===== src/osr_pkg.sv =====
package osr_pkg;

  // ----------------------------------------------------------------
  // sizes
  // ----------------------------------------------------------------
  localparam int NUM_SIGNALS = 9;
  localparam int NUM_CONTACTS = 5;
  localparam int PARAM_W = 16;

  // ----------------------------------------------------------------
  // parameter selection codes on the loader port
  // ----------------------------------------------------------------
  localparam logic [1:0] SEL_GROUP_A = 2'h0;
  localparam logic [1:0] SEL_GROUP_B = 2'h1;
  localparam logic [1:0] SEL_GROUP_C = 2'h2;
  localparam logic [1:0] SEL_POLARITY = 2'h3;

  // ----------------------------------------------------------------
  // reset values
  // ----------------------------------------------------------------
  localparam logic [15:0] GROUP_A_RESET = 16'h4321;
  localparam logic [15:0] GROUP_B_RESET = 16'h0005;
  localparam logic [15:0] GROUP_C_RESET = 16'h0000;
  localparam logic [15:0] POLARITY_RESET = 16'h0000;

  // ----------------------------------------------------------------
  // allocation digit codes
  // ----------------------------------------------------------------
  localparam logic [3:0] DIGIT_NONE = 4'h0;
  localparam logic [3:0] DIGIT_ALWAYS = 4'hF;

  // ----------------------------------------------------------------
  // status flag bit positions
  // ----------------------------------------------------------------
  localparam int FLAG_FAULT = 0;
  localparam int FLAG_READY = 1;
  localparam int FLAG_ZERO_SPEED = 2;
  localparam int FLAG_BRAKE = 3;
  localparam int FLAG_POSITION_REACHED = 4;
  localparam int FLAG_TORQUE_LIMIT = 5;
  localparam int FLAG_SPEED_LIMIT = 6;
  localparam int FLAG_SPEED_REACHED = 7;
  localparam int FLAG_WARNING = 8;

  // ----------------------------------------------------------------
  // timing
  // ----------------------------------------------------------------
  localparam int CLK_HZ = 50_000_000;
  localparam int MODE_HOLD_MS = 1000;
  localparam int MODE_HOLD_CYCLES = (CLK_HZ / 1000) * MODE_HOLD_MS;
  localparam int HOLD_CNT_W = 26;

  // digit n of a signal: four signals per word, lowest digit first
  function automatic logic [3:0] osr_digit(input logic [15:0] word, input int idx);
    osr_digit = word[(idx % 4) * 4 +: 4];
  endfunction : osr_digit

endpackage : osr_pkg


===== src/osr_route_if.sv =====
`timescale 1ns/1ps
interface osr_route_if;
  logic [15:0] alloc_a;
  logic [15:0] alloc_b;
  logic [15:0] alloc_c;
  logic [15:0] polarity;
  logic [8:0] flags;
  logic [4:0] contacts;
  logic [8:0] always_alloc;

  modport ctrl (
    output alloc_a, alloc_b, alloc_c, polarity, flags,
    input contacts, always_alloc
  );
  modport rtr (
    input alloc_a, alloc_b, alloc_c, polarity, flags,
    output contacts, always_alloc
  );
endinterface : osr_route_if


===== src/osr_top.sv =====
`timescale 1ns/1ps
module osr_top #(
  parameter int HOLD_CYCLES = osr_pkg::MODE_HOLD_CYCLES // mode key hold time in cycles
) (
  input wire logic ref_clk_i,           // system clock, 50 MHz
  input wire logic sys_rst_i,           // sync reset, active high
  input wire logic servo_on_i,          // motor energized
  input wire logic [8:0] status_flags_i, // internal drive status signals
  input wire logic [1:0] param_sel_i,   // parameter being addressed
  input wire logic edit_open_i,         // pulse: enter edit of selected parameter
  input wire logic edit_write_i,        // pulse: load edit_data_i into edit value
  input wire logic [15:0] edit_data_i,  // new edit value
  input wire logic save_i,              // pulse: commit edit value
  input wire logic mode_key_i,          // mode key pin, high while pressed
  input wire logic view_sel_i,          // output status view selected
  output logic [4:0] contact_o,         // output contacts one to five
  output logic [4:0] status_led_o,      // leds, bit 0 is rightmost position
  output logic [8:0] always_alloc_o,    // signals marked always allocated
  output logic editing_o,               // edit in progress
  output logic [15:0] edit_value_o,     // value being edited
  output logic [1:0] edit_sel_o,        // parameter being edited
  output logic [15:0] param_rdata_o,    // stored value of param_sel_i
  output logic saved_o,                 // pulse: save accepted
  output logic refused_o                // pulse: save refused, servo on
);

  typedef enum logic {OSR_IDLE, OSR_EDIT} osr_state_e;

  osr_route_if rt ();

  // ----------------------------------------------------------------
  // mode key synchroniser
  // ----------------------------------------------------------------
  logic key_s1_reg, key_s2_reg, key_s3_reg, key_lvl_reg;
  logic key_lvl_next;

  always_comb
  begin
    key_lvl_next = key_lvl_reg;
    if (key_s2_reg == key_s3_reg)
      key_lvl_next = key_s3_reg;
  end

  always_ff @(posedge ref_clk_i)
  begin
    if (sys_rst_i)
    begin
      key_s1_reg <= 1'b0;
      key_s2_reg <= 1'b0;
      key_s3_reg <= 1'b0;
      key_lvl_reg <= 1'b0;
    end
    else
    begin
      key_s1_reg <= mode_key_i;
      key_s2_reg <= key_s1_reg;
      key_s3_reg <= key_s2_reg;
      key_lvl_reg <= key_lvl_next;
    end
  end

  // ----------------------------------------------------------------
  // parameter store and edit sequence
  // ----------------------------------------------------------------
  osr_state_e state_reg, state_next;
  logic [15:0] group_a_reg, group_a_next;
  logic [15:0] group_b_reg, group_b_next;
  logic [15:0] group_c_reg, group_c_next;
  logic [15:0] pol_reg, pol_next;
  logic [15:0] edit_reg, edit_next;
  logic [1:0] sel_reg, sel_next;
  logic [25:0] hold_reg, hold_next;
  logic saved_next, refused_next, saved_reg, refused_reg;
  logic [15:0] rdata_reg, rdata_next;
  logic hold_done;

  // full hold reached on this cycle
  assign hold_done = key_lvl_reg && hold_reg == 26'(HOLD_CYCLES - 1);

  always_comb
  begin
    state_next = state_reg;
    group_a_next = group_a_reg;
    group_b_next = group_b_reg;
    group_c_next = group_c_reg;
    pol_next = pol_reg;
    edit_next = edit_reg;
    sel_next = sel_reg;
    hold_next = 26'h0000000;
    saved_next = 1'b0;
    refused_next = 1'b0;
    case (state_reg)
      OSR_IDLE:
      begin
        if (edit_open_i)
        begin
          state_next = OSR_EDIT;
          sel_next = param_sel_i;
          case (param_sel_i)
            osr_pkg::SEL_GROUP_A: edit_next = group_a_reg;
            osr_pkg::SEL_GROUP_B: edit_next = group_b_reg;
            osr_pkg::SEL_GROUP_C: edit_next = group_c_reg;
            default: edit_next = pol_reg;
          endcase
        end
      end
      OSR_EDIT:
      begin
        if (key_lvl_reg)
          hold_next = hold_reg + 26'h0000001;
        if (hold_done)
        begin
          // edited value simply dropped, store untouched
          state_next = OSR_IDLE;
          hold_next = 26'h0000000;
        end
        else if (save_i && servo_on_i)
          refused_next = 1'b1;
        else if (save_i)
        begin
          state_next = OSR_IDLE;
          saved_next = 1'b1;
          case (sel_reg)
            osr_pkg::SEL_GROUP_A: group_a_next = edit_reg;
            osr_pkg::SEL_GROUP_B: group_b_next = edit_reg;
            osr_pkg::SEL_GROUP_C: group_c_next = edit_reg;
            default: pol_next = edit_reg;
          endcase
        end
        else if (edit_write_i)
          edit_next = edit_data_i;
      end
      default: state_next = OSR_IDLE;
    endcase
    case (param_sel_i)
      osr_pkg::SEL_GROUP_A: rdata_next = group_a_reg;
      osr_pkg::SEL_GROUP_B: rdata_next = group_b_reg;
      osr_pkg::SEL_GROUP_C: rdata_next = group_c_reg;
      default: rdata_next = pol_reg;
    endcase
  end

  always_ff @(posedge ref_clk_i)
  begin
    if (sys_rst_i)
    begin
      state_reg <= OSR_IDLE;
      group_a_reg <= osr_pkg::GROUP_A_RESET;
      group_b_reg <= osr_pkg::GROUP_B_RESET;
      group_c_reg <= osr_pkg::GROUP_C_RESET;
      pol_reg <= osr_pkg::POLARITY_RESET;
      edit_reg <= 16'h0000;
      sel_reg <= 2'h0;
      hold_reg <= 26'h0000000;
      saved_reg <= 1'b0;
      refused_reg <= 1'b0;
      rdata_reg <= 16'h0000;
    end
    else
    begin
      state_reg <= state_next;
      group_a_reg <= group_a_next;
      group_b_reg <= group_b_next;
      group_c_reg <= group_c_next;
      pol_reg <= pol_next;
      edit_reg <= edit_next;
      sel_reg <= sel_next;
      hold_reg <= hold_next;
      saved_reg <= saved_next;
      refused_reg <= refused_next;
      rdata_reg <= rdata_next;
    end
  end

  // ----------------------------------------------------------------
  // routing and status view
  // ----------------------------------------------------------------
  assign rt.alloc_a = group_a_reg;
  assign rt.alloc_b = group_b_reg;
  assign rt.alloc_c = group_c_reg;
  assign rt.polarity = pol_reg;
  assign rt.flags = status_flags_i;

  osr_router u_router (
    .ref_clk_i (ref_clk_i),
    .sys_rst_i (sys_rst_i),
    .rt (rt.rtr)
  );

  logic [4:0] led_reg, led_next;

  always_comb
  begin
    // bit k of the led row is position k+1 from the right
    led_next = view_sel_i ? rt.contacts : 5'h00;
  end

  always_ff @(posedge ref_clk_i)
  begin
    if (sys_rst_i)
      led_reg <= 5'h00;
    else
      led_reg <= led_next;
  end

  assign contact_o = rt.contacts;
  assign always_alloc_o = rt.always_alloc;
  assign status_led_o = led_reg;
  assign editing_o = (state_reg == OSR_EDIT);
  assign edit_value_o = edit_reg;
  assign edit_sel_o = sel_reg;
  assign param_rdata_o = rdata_reg;
  assign saved_o = saved_reg;
  assign refused_o = refused_reg;
endmodule : osr_top


===== src/osr_router.sv =====
`timescale 1ns/1ps
module osr_router (
  input wire logic ref_clk_i, // system clock
  input wire logic sys_rst_i, // sync reset, active high
  osr_route_if.rtr rt         // allocation in, contacts out
);

  logic [4:0] contacts_reg;
  logic [4:0] contacts_next;
  logic [8:0] always_reg;
  logic [8:0] always_next;
  logic [4:0] raw;
  logic [3:0] d;
  logic [15:0] word;

  // ----------------------------------------------------------------
  // routing
  // ----------------------------------------------------------------
  always_comb
  begin
    raw = 5'h00;
    always_next = 9'h000;
    d = 4'h0;
    word = 16'h0000;
    for (int s = 0; s < osr_pkg::NUM_SIGNALS; s++)
    begin
      word = (s < 4) ? rt.alloc_a : (s < 8) ? rt.alloc_b : rt.alloc_c;
      d = osr_pkg::osr_digit(word, s);
      for (int c = 1; c <= osr_pkg::NUM_CONTACTS; c++)
      begin
        if (d == 4'(c) && rt.flags[s])
          raw[c-1] = 1'b1;
      end
      // always-allocated signals drive no contact of their own
      always_next[s] = (d == osr_pkg::DIGIT_ALWAYS);
    end
    contacts_next = raw ^ rt.polarity[4:0];
  end

  always_ff @(posedge ref_clk_i)
  begin
    if (sys_rst_i)
    begin
      contacts_reg <= 5'h00;
      always_reg <= 9'h000;
    end
    else
    begin
      contacts_reg <= contacts_next;
      always_reg <= always_next;
    end
  end

  assign rt.contacts = contacts_reg;
  assign rt.always_alloc = always_reg;
endmodule : osr_router


===== config.mk =====
export PLATFORM = sky130hd
export DESIGN_NAME = osr_top
export DESIGN_NICKNAME = d
export VERILOG_FILES = /design/src/osr_pkg.sv /design/src/osr_route_if.sv /design/src/osr_top.sv /design/src/osr_router.sv
export SDC_FILE = /design/constraint.sdc
export NUM_CORES = 1
export LEC_CHECK = 0
export CAP_MARGIN = 40
export CORE_AREA = 2 2 98 123
export CTS_BUF_LIST = sky130_fd_sc_hd__clkbuf_8 sky130_fd_sc_hd__clkbuf_16
export DETAILED_ROUTE_END_ITERATION = 6
export DIE_AREA = 0 0 100 125
export DONT_BUFFER_PORTS = 1
export MAX_ROUTING_LAYER = met4
export PLACE_DENSITY = 0.8
export SLEW_MARGIN = 20
export SYNTH_ARGS = -nofsm -noshare
export SYNTH_HDL_FRONTEND = slang
export SYNTH_HIERARCHICAL = 1
export SYNTH_SLANG_ARGS = --single-unit

===== constraint.sdc =====
create_clock -name ref_clk_i -period 2.5 [get_ports ref_clk_i]
set_input_delay 0.5 -clock ref_clk_i [delete_from_list [all_inputs] [get_ports ref_clk_i]]
set_output_delay 0.5 -clock ref_clk_i [all_outputs]
set_load 0.01 [all_outputs]

======== After elaboration in Yosys (flattened, before gate mapping) ========
Cells that the tools add are included.
operators by class
  mux-type cells .......................... 59
  add/sub/neg operators ................... 1
  bitwise gates (word level) .............. 7
  equal/unequal tests ..................... 65
  reduce and logical (&&, ||, !) cells .... 60
operators with widths
  cell                     count
  $mux W16                 5
  $eq A4 B2 Y1 const B     18
  $eq A4 B3 Y1 const B     18
  $mux W1                  51
  $pmux W16 S3             1
  $logic_and A1 B1 Y1      47
  $eq A4 B1 Y1 const B     9
  $eq A4 B4 Y1 const B     9
  $pmux W16 S2             1
  $add A26 B1 Y26 const B  1
  $eq A26 B26 Y1 const B   1
  $reduce_and A5 Y1        5
  $ne A2 B2 Y1 const B     5
  $reduce_or A4 Y1         2
  $not A1 Y1               6
  $reduce_or A3 Y1         2
  $xor A5 B5 Y5            1
  $eq A2 B1 Y1 const B     2
  $eq A2 B2 Y1 const B     2
  $logic_not A2 Y1         2
  $pmux W1 S2              1
  $reduce_and A2 Y1        1
  $reduce_or A2 Y1         1
  $eq A1 B1 Y1             1
word-level totals
  register bits ........................... 150

======== Logic depth before layout (Yosys ltp) ========
  depth in word-level cells ............... 12
  mapped depth ............................ 9

======== Hierarchy ========
The synthesis kept the hierarchy.
modules (own cells, without submodules)
  module      area an instance (µm²)  instances  seq. area each (µm²)  cells an instance
  osr_top     5661.7                  1          2722.6                534
  osr_router  1016.0                  1          280.3                 126

======== Worst setup path before layout ========
Ideal clock, no wire load.
  kind .................................... input-to-reg
  start point ............................. input port param_sel_i[0]
  end point ............................... register edit_reg[10] (netlist: edit_value_o[10])
  data required time ...................... 2.361 ns
  arrival time ............................ 1.837 ns
  buffers on the path ..................... 2
  slack ................................... 0.524 ns
  stages .................................. 6
  cells stage by stage .................... buf_2 > buf_4 > mux4_2 > nor2b_1 > a221oi_1 > a311oi_1
on the way
  word-level cells in the longest chain between the ends .. 4
ends and longest elaborated chain
  element                                     line            text
  start: declaration                          osr_top.sv:9    input wire logic [1:0] param_sel_i,
  $eq A2 B2 Y1, or another cell as far along  osr_top.sv:99   case (param_sel_i)
  $pmux W16 S3 (*)                            osr_top.sv:99
  $mux W16 (*)                                osr_top.sv:95   if (edit_open_i)
  $pmux W16 S2 (*)                            osr_top.sv:92   case (state_reg)
  end signal: assignment                      osr_top.sv:166  edit_reg <= edit_next;
  end: declaration                            osr_top.sv:70   logic [15:0] edit_reg, edit_next;
Every way passes the cells marked *; elsewhere a longest branch is shown, timed or not. The select of a mux whose other input is x is not followed.
A chain may end at the register's enable or synchronous reset.

======== Worst setup path in the final report ========
  start point ............................. register hold_reg[0]
  end point ............................... register group_b_reg[4]
on the way
  word-level cells in the longest chain between the ends .. 4
ends and longest elaborated chain
  element                      line            text
  start: declaration           osr_top.sv:72   logic [25:0] hold_reg, hold_next;
  start signal: assignment     osr_top.sv:168  hold_reg <= hold_next;
  $eq A26 B26 Y1               osr_top.sv:78   assign hold_done = key_lvl_reg && hold_reg == 26'(HOLD_CYCLES - 1);
  $logic_and A1 B1 Y1          osr_top.sv:78
  $not A1 Y1 (no line)         -
  $reduce_and A5 Y1 (no line)  -
  end signal: assignment       osr_top.sv:149  group_b_reg <= osr_pkg::GROUP_B_RESET;
  end signal: assignment       osr_top.sv:163  group_b_reg <= group_b_next;
  end: declaration             osr_top.sv:67   logic [15:0] group_b_reg, group_b_next;
No other way between the ends.

==> flow_metrics.tcl <==
set metrics [dict create \
    grt_pass1_vias 4997 \
    drtPass1Iterations 4 \
    htreeDepth 4 \
    place_inst 768 \
    synth.distinct_cells 65 \
    arrival_ns 2.54 \
    tightest_slew_ns 0.6719 \
    setup.worst_path.start_class "flop" \
    drive_above_1_share 0.1193 \
    postRouteAntennaNets 0 \
    rsz0062_at_grt "false" \
    async_flop_share 0 \
    criticalPathCategory "reg2reg" \
    end_kind "flop" \
    ys_ff_latch 150 \
    drc 0 \
    postCtsHoldBufs 0 \
    vias_per_cell 6.310 \
    cts-root-buf "clkbuf_16" \
    dp_hpwl_um 10980 \
    top_usage_layer "met2" \
    wl_per_cell_um 20.24 \
    skew_ns 0.009794 \
    worst_slack_ns 0.2729 \
    dr.first_iter.drc_count 405 \
    clk_pin_slew_ns 0.06 \
    tritoncts "yes" \
    clk_path_buf_depth 2 \
    gp_congestion 0.9674 \
    syn_to_final_growth_pct 9.837 \
    r2r_cells 7 \
    clk_latency_ns 0.42 \
    fmax_mhz 449.0 \
    run_status "finished clean" \
    dp_slack_ns 0.2973 \
    hold_violations 0 \
    antenna_found_initial 0 \
    final.min_clock_period_ns 2.227 \
    synth_flop_cell "dfxtp_1" \
    ioPinCount 91 \
    coreArea_mm2 0.01145 \
    layout_common_cells "dfxtp_1 (150), nor2_1 (107), mux2i_1 (59), nor2b_1 (40), inv_1 (25)" \
    r2r-start "hold_reg[0]$_SDFF_PP0_" \
    grt_pass1_wl_um 25940 \
    timing.rr.end "group_b_reg[4]$_SDFFE_PP0P_" \
    fin_setup_tns_ns 0 \
    gr-usage-met3 0.07323 \
    grt_max_degree 123 \
    die_w_um 100 \
    numCtsBuffers 17 \
    drv_slew 0 \
    post-route-period-util 0.8908 \
    wirelength_um 16190 \
    use_met2 0.4539 \
    vias 5048 \
    start_util 0.5832 \
    fin_util 0.6405 \
    cts.sinks 150 \
    hold_end "group_c_reg[2]$_SDFFE_PP0P_" \
    use_met1 0.3199 \
    synth_nets 696 \
    min_path_cells 1 \
    globalRouteOverflowTotal 0 \
    die_y_um 125 \
    die_area_mm2 0.01250 \
    cts_setup_buffers 0 \
    ir_drop_mv 0.4039 \
    ys_seq_area_frac 0.4497 \
    std_cell_rows 44 \
    synth_cells 660 \
    post_cts_resized 0 \
    synth_edf_count 0 \
    nets 685 \
    final_common_cell "dfxtp_1" \
    r2r_setup_slack_ns 0.27 \
    antenna_cells 0 \
    fin_cells 800 \
    yosys_warnings 6 \
    drv_cap 0 \
    power.density_mw_per_mm2 758.2 \
    holdCritStartpoint "sys_rst_i" \
    crit_path_max_fanout 13 \
    avgSynthCellArea_um2 10.12 \
    crit_required_ns 2.81 \
    p_leak_uw 0.002890 \
    min-delay-path-class "in2reg" \
    largest_register_ffs 26 \
    synth_area_mm2 0.006678 \
    grt_util_all_layers 0.2741 \
    numPortBuffers 0 \
    finalSetupViolCount 0 \
    max-slew-margin-rel 0.5504 \
]
==> metal layers <==
| layer | vias to the layer above | routed length, µm | part of all wire |
|---|---|---|---|
| li1 | 2345 | - | - |
| met5 | - | 0 | 0 |
| met4 | 0 | 378 | 0.023 |
| met1 | 2494 | 6374 | 0.39 |
| met2 | 174 | 8402 | 0.52 |
| met3 | 35 | 1034 | 0.064 |
==> per-stage QoR <==
stage / power (µW) / hold slack [ns] / area, µm²
finish: 5561 / 0.1505 / 7335
global route: 5719 / 0.1304 / 7335
CTS: 5590 / 0.1339 / 7335
detailed placement: 2779 / 0.4281 / 6674
global placement: 2769 / 0.4251 / 6674
floorplan: 2756 / 0.4138 / 6678
==> cells in the mapped netlist (2+ instances only) <==
master,instances,area share
a211o_1,5,0.0066
a211o_2,2,0.0030
a21oi_1,3,0.0022
a221oi_1,16,0.021
a311oi_1,17,0.022
a32oi_1,3,0.0039
and2_1,5,0.0047
and3_1,6,0.0056
and4_1,6,0.0079
buf_12,2,0.0060
buf_2,6,0.0045
buf_4,7,0.0079
buf_6,4,0.0067
clkbuf_1,18,0.010
dfxtp_1,150,0.45
inv_1,25,0.014
mux2i_1,59,0.088
mux4_2,16,0.054
nand2_1,18,0.010
nand2b_1,6,0.0056
nand3_1,15,0.011
nand3b_1,14,0.016
nand4_1,15,0.014
nand4_4,2,0.0064
nand4b_1,4,0.0052
nor2_1,107,0.060
nor2b_1,40,0.037
nor3_1,15,0.011
nor3b_1,6,0.0067
nor3b_2,2,0.0037
nor4_1,5,0.0047
o211ai_4,2,0.0064
o22ai_1,2,0.0019
o31a_1,2,0.0026
o32ai_1,2,0.0026
or3b_1,2,0.0026
xnor2_1,10,0.013
xor2_1,14,0.018
==> report_power, final <==
part           total, µW  switching [µW]  internal, µW
registers           2530            87.0          2440
logic                203             105          98.0
clock network       2830            1020          1810
==> layout make-up <==
cell class                 count  area (µm²)
clock buffer                  18       439.2
clock inverter                14       221.5
fill                         912        4116
inverter                      25       93.84
multi-input combinational    446        3337
sequential                   150        3003
tap                          138       172.7
timing repair buffer           9       67.56
==> worst max path at each step <==
stage / startpoint / to / slack [ns] / cells after the start
2_1_floorplan: param_sel_i[0] / edit_value_o[10]$_SDFFE_PP0P_ / 0.52 / 6
3_3_place_gp: hold_reg[0]$_SDFF_PP0_ / group_b_reg[6]$_SDFFE_PP0P_ / 0.43 / 7
3_5_place_dp: hold_reg[0]$_SDFF_PP0_ / group_b_reg[4]$_SDFFE_PP0P_ / 0.30 / 7
4_1_cts: hold_reg[0]$_SDFF_PP0_ / group_b_reg[4]$_SDFFE_PP0P_ / 0.27 / 7
5_1_grt: hold_reg[0]$_SDFF_PP0_ / group_b_reg[4]$_SDFFE_PP0P_ / 0.09 / 7
6_report: hold_reg[0]$_SDFF_PP0_ / group_b_reg[4]$_SDFFE_PP0P_ / 0.27 / 7
==> critical path, stage by stage (launching register included) <==
cell and delay (ns):
dfxtp_1 0.40, ha_1 0.20, and3_1 0.23, nand4_4 0.19, o211ai_4 0.55, buf_4 0.28
mux2i_1 0.21, nor2_1 0.06
==> cell families after synthesis <==
kind of cell,share of synthesized area
mux,0.1441
simple gates,0.2351
buf+inv,0.05059
xor+xnor,0.03148
flops,0.4497
compound gates,0.08713
fa+ha+maj,0.001873
No activity file was read; power rests on OpenSTA's default activity.
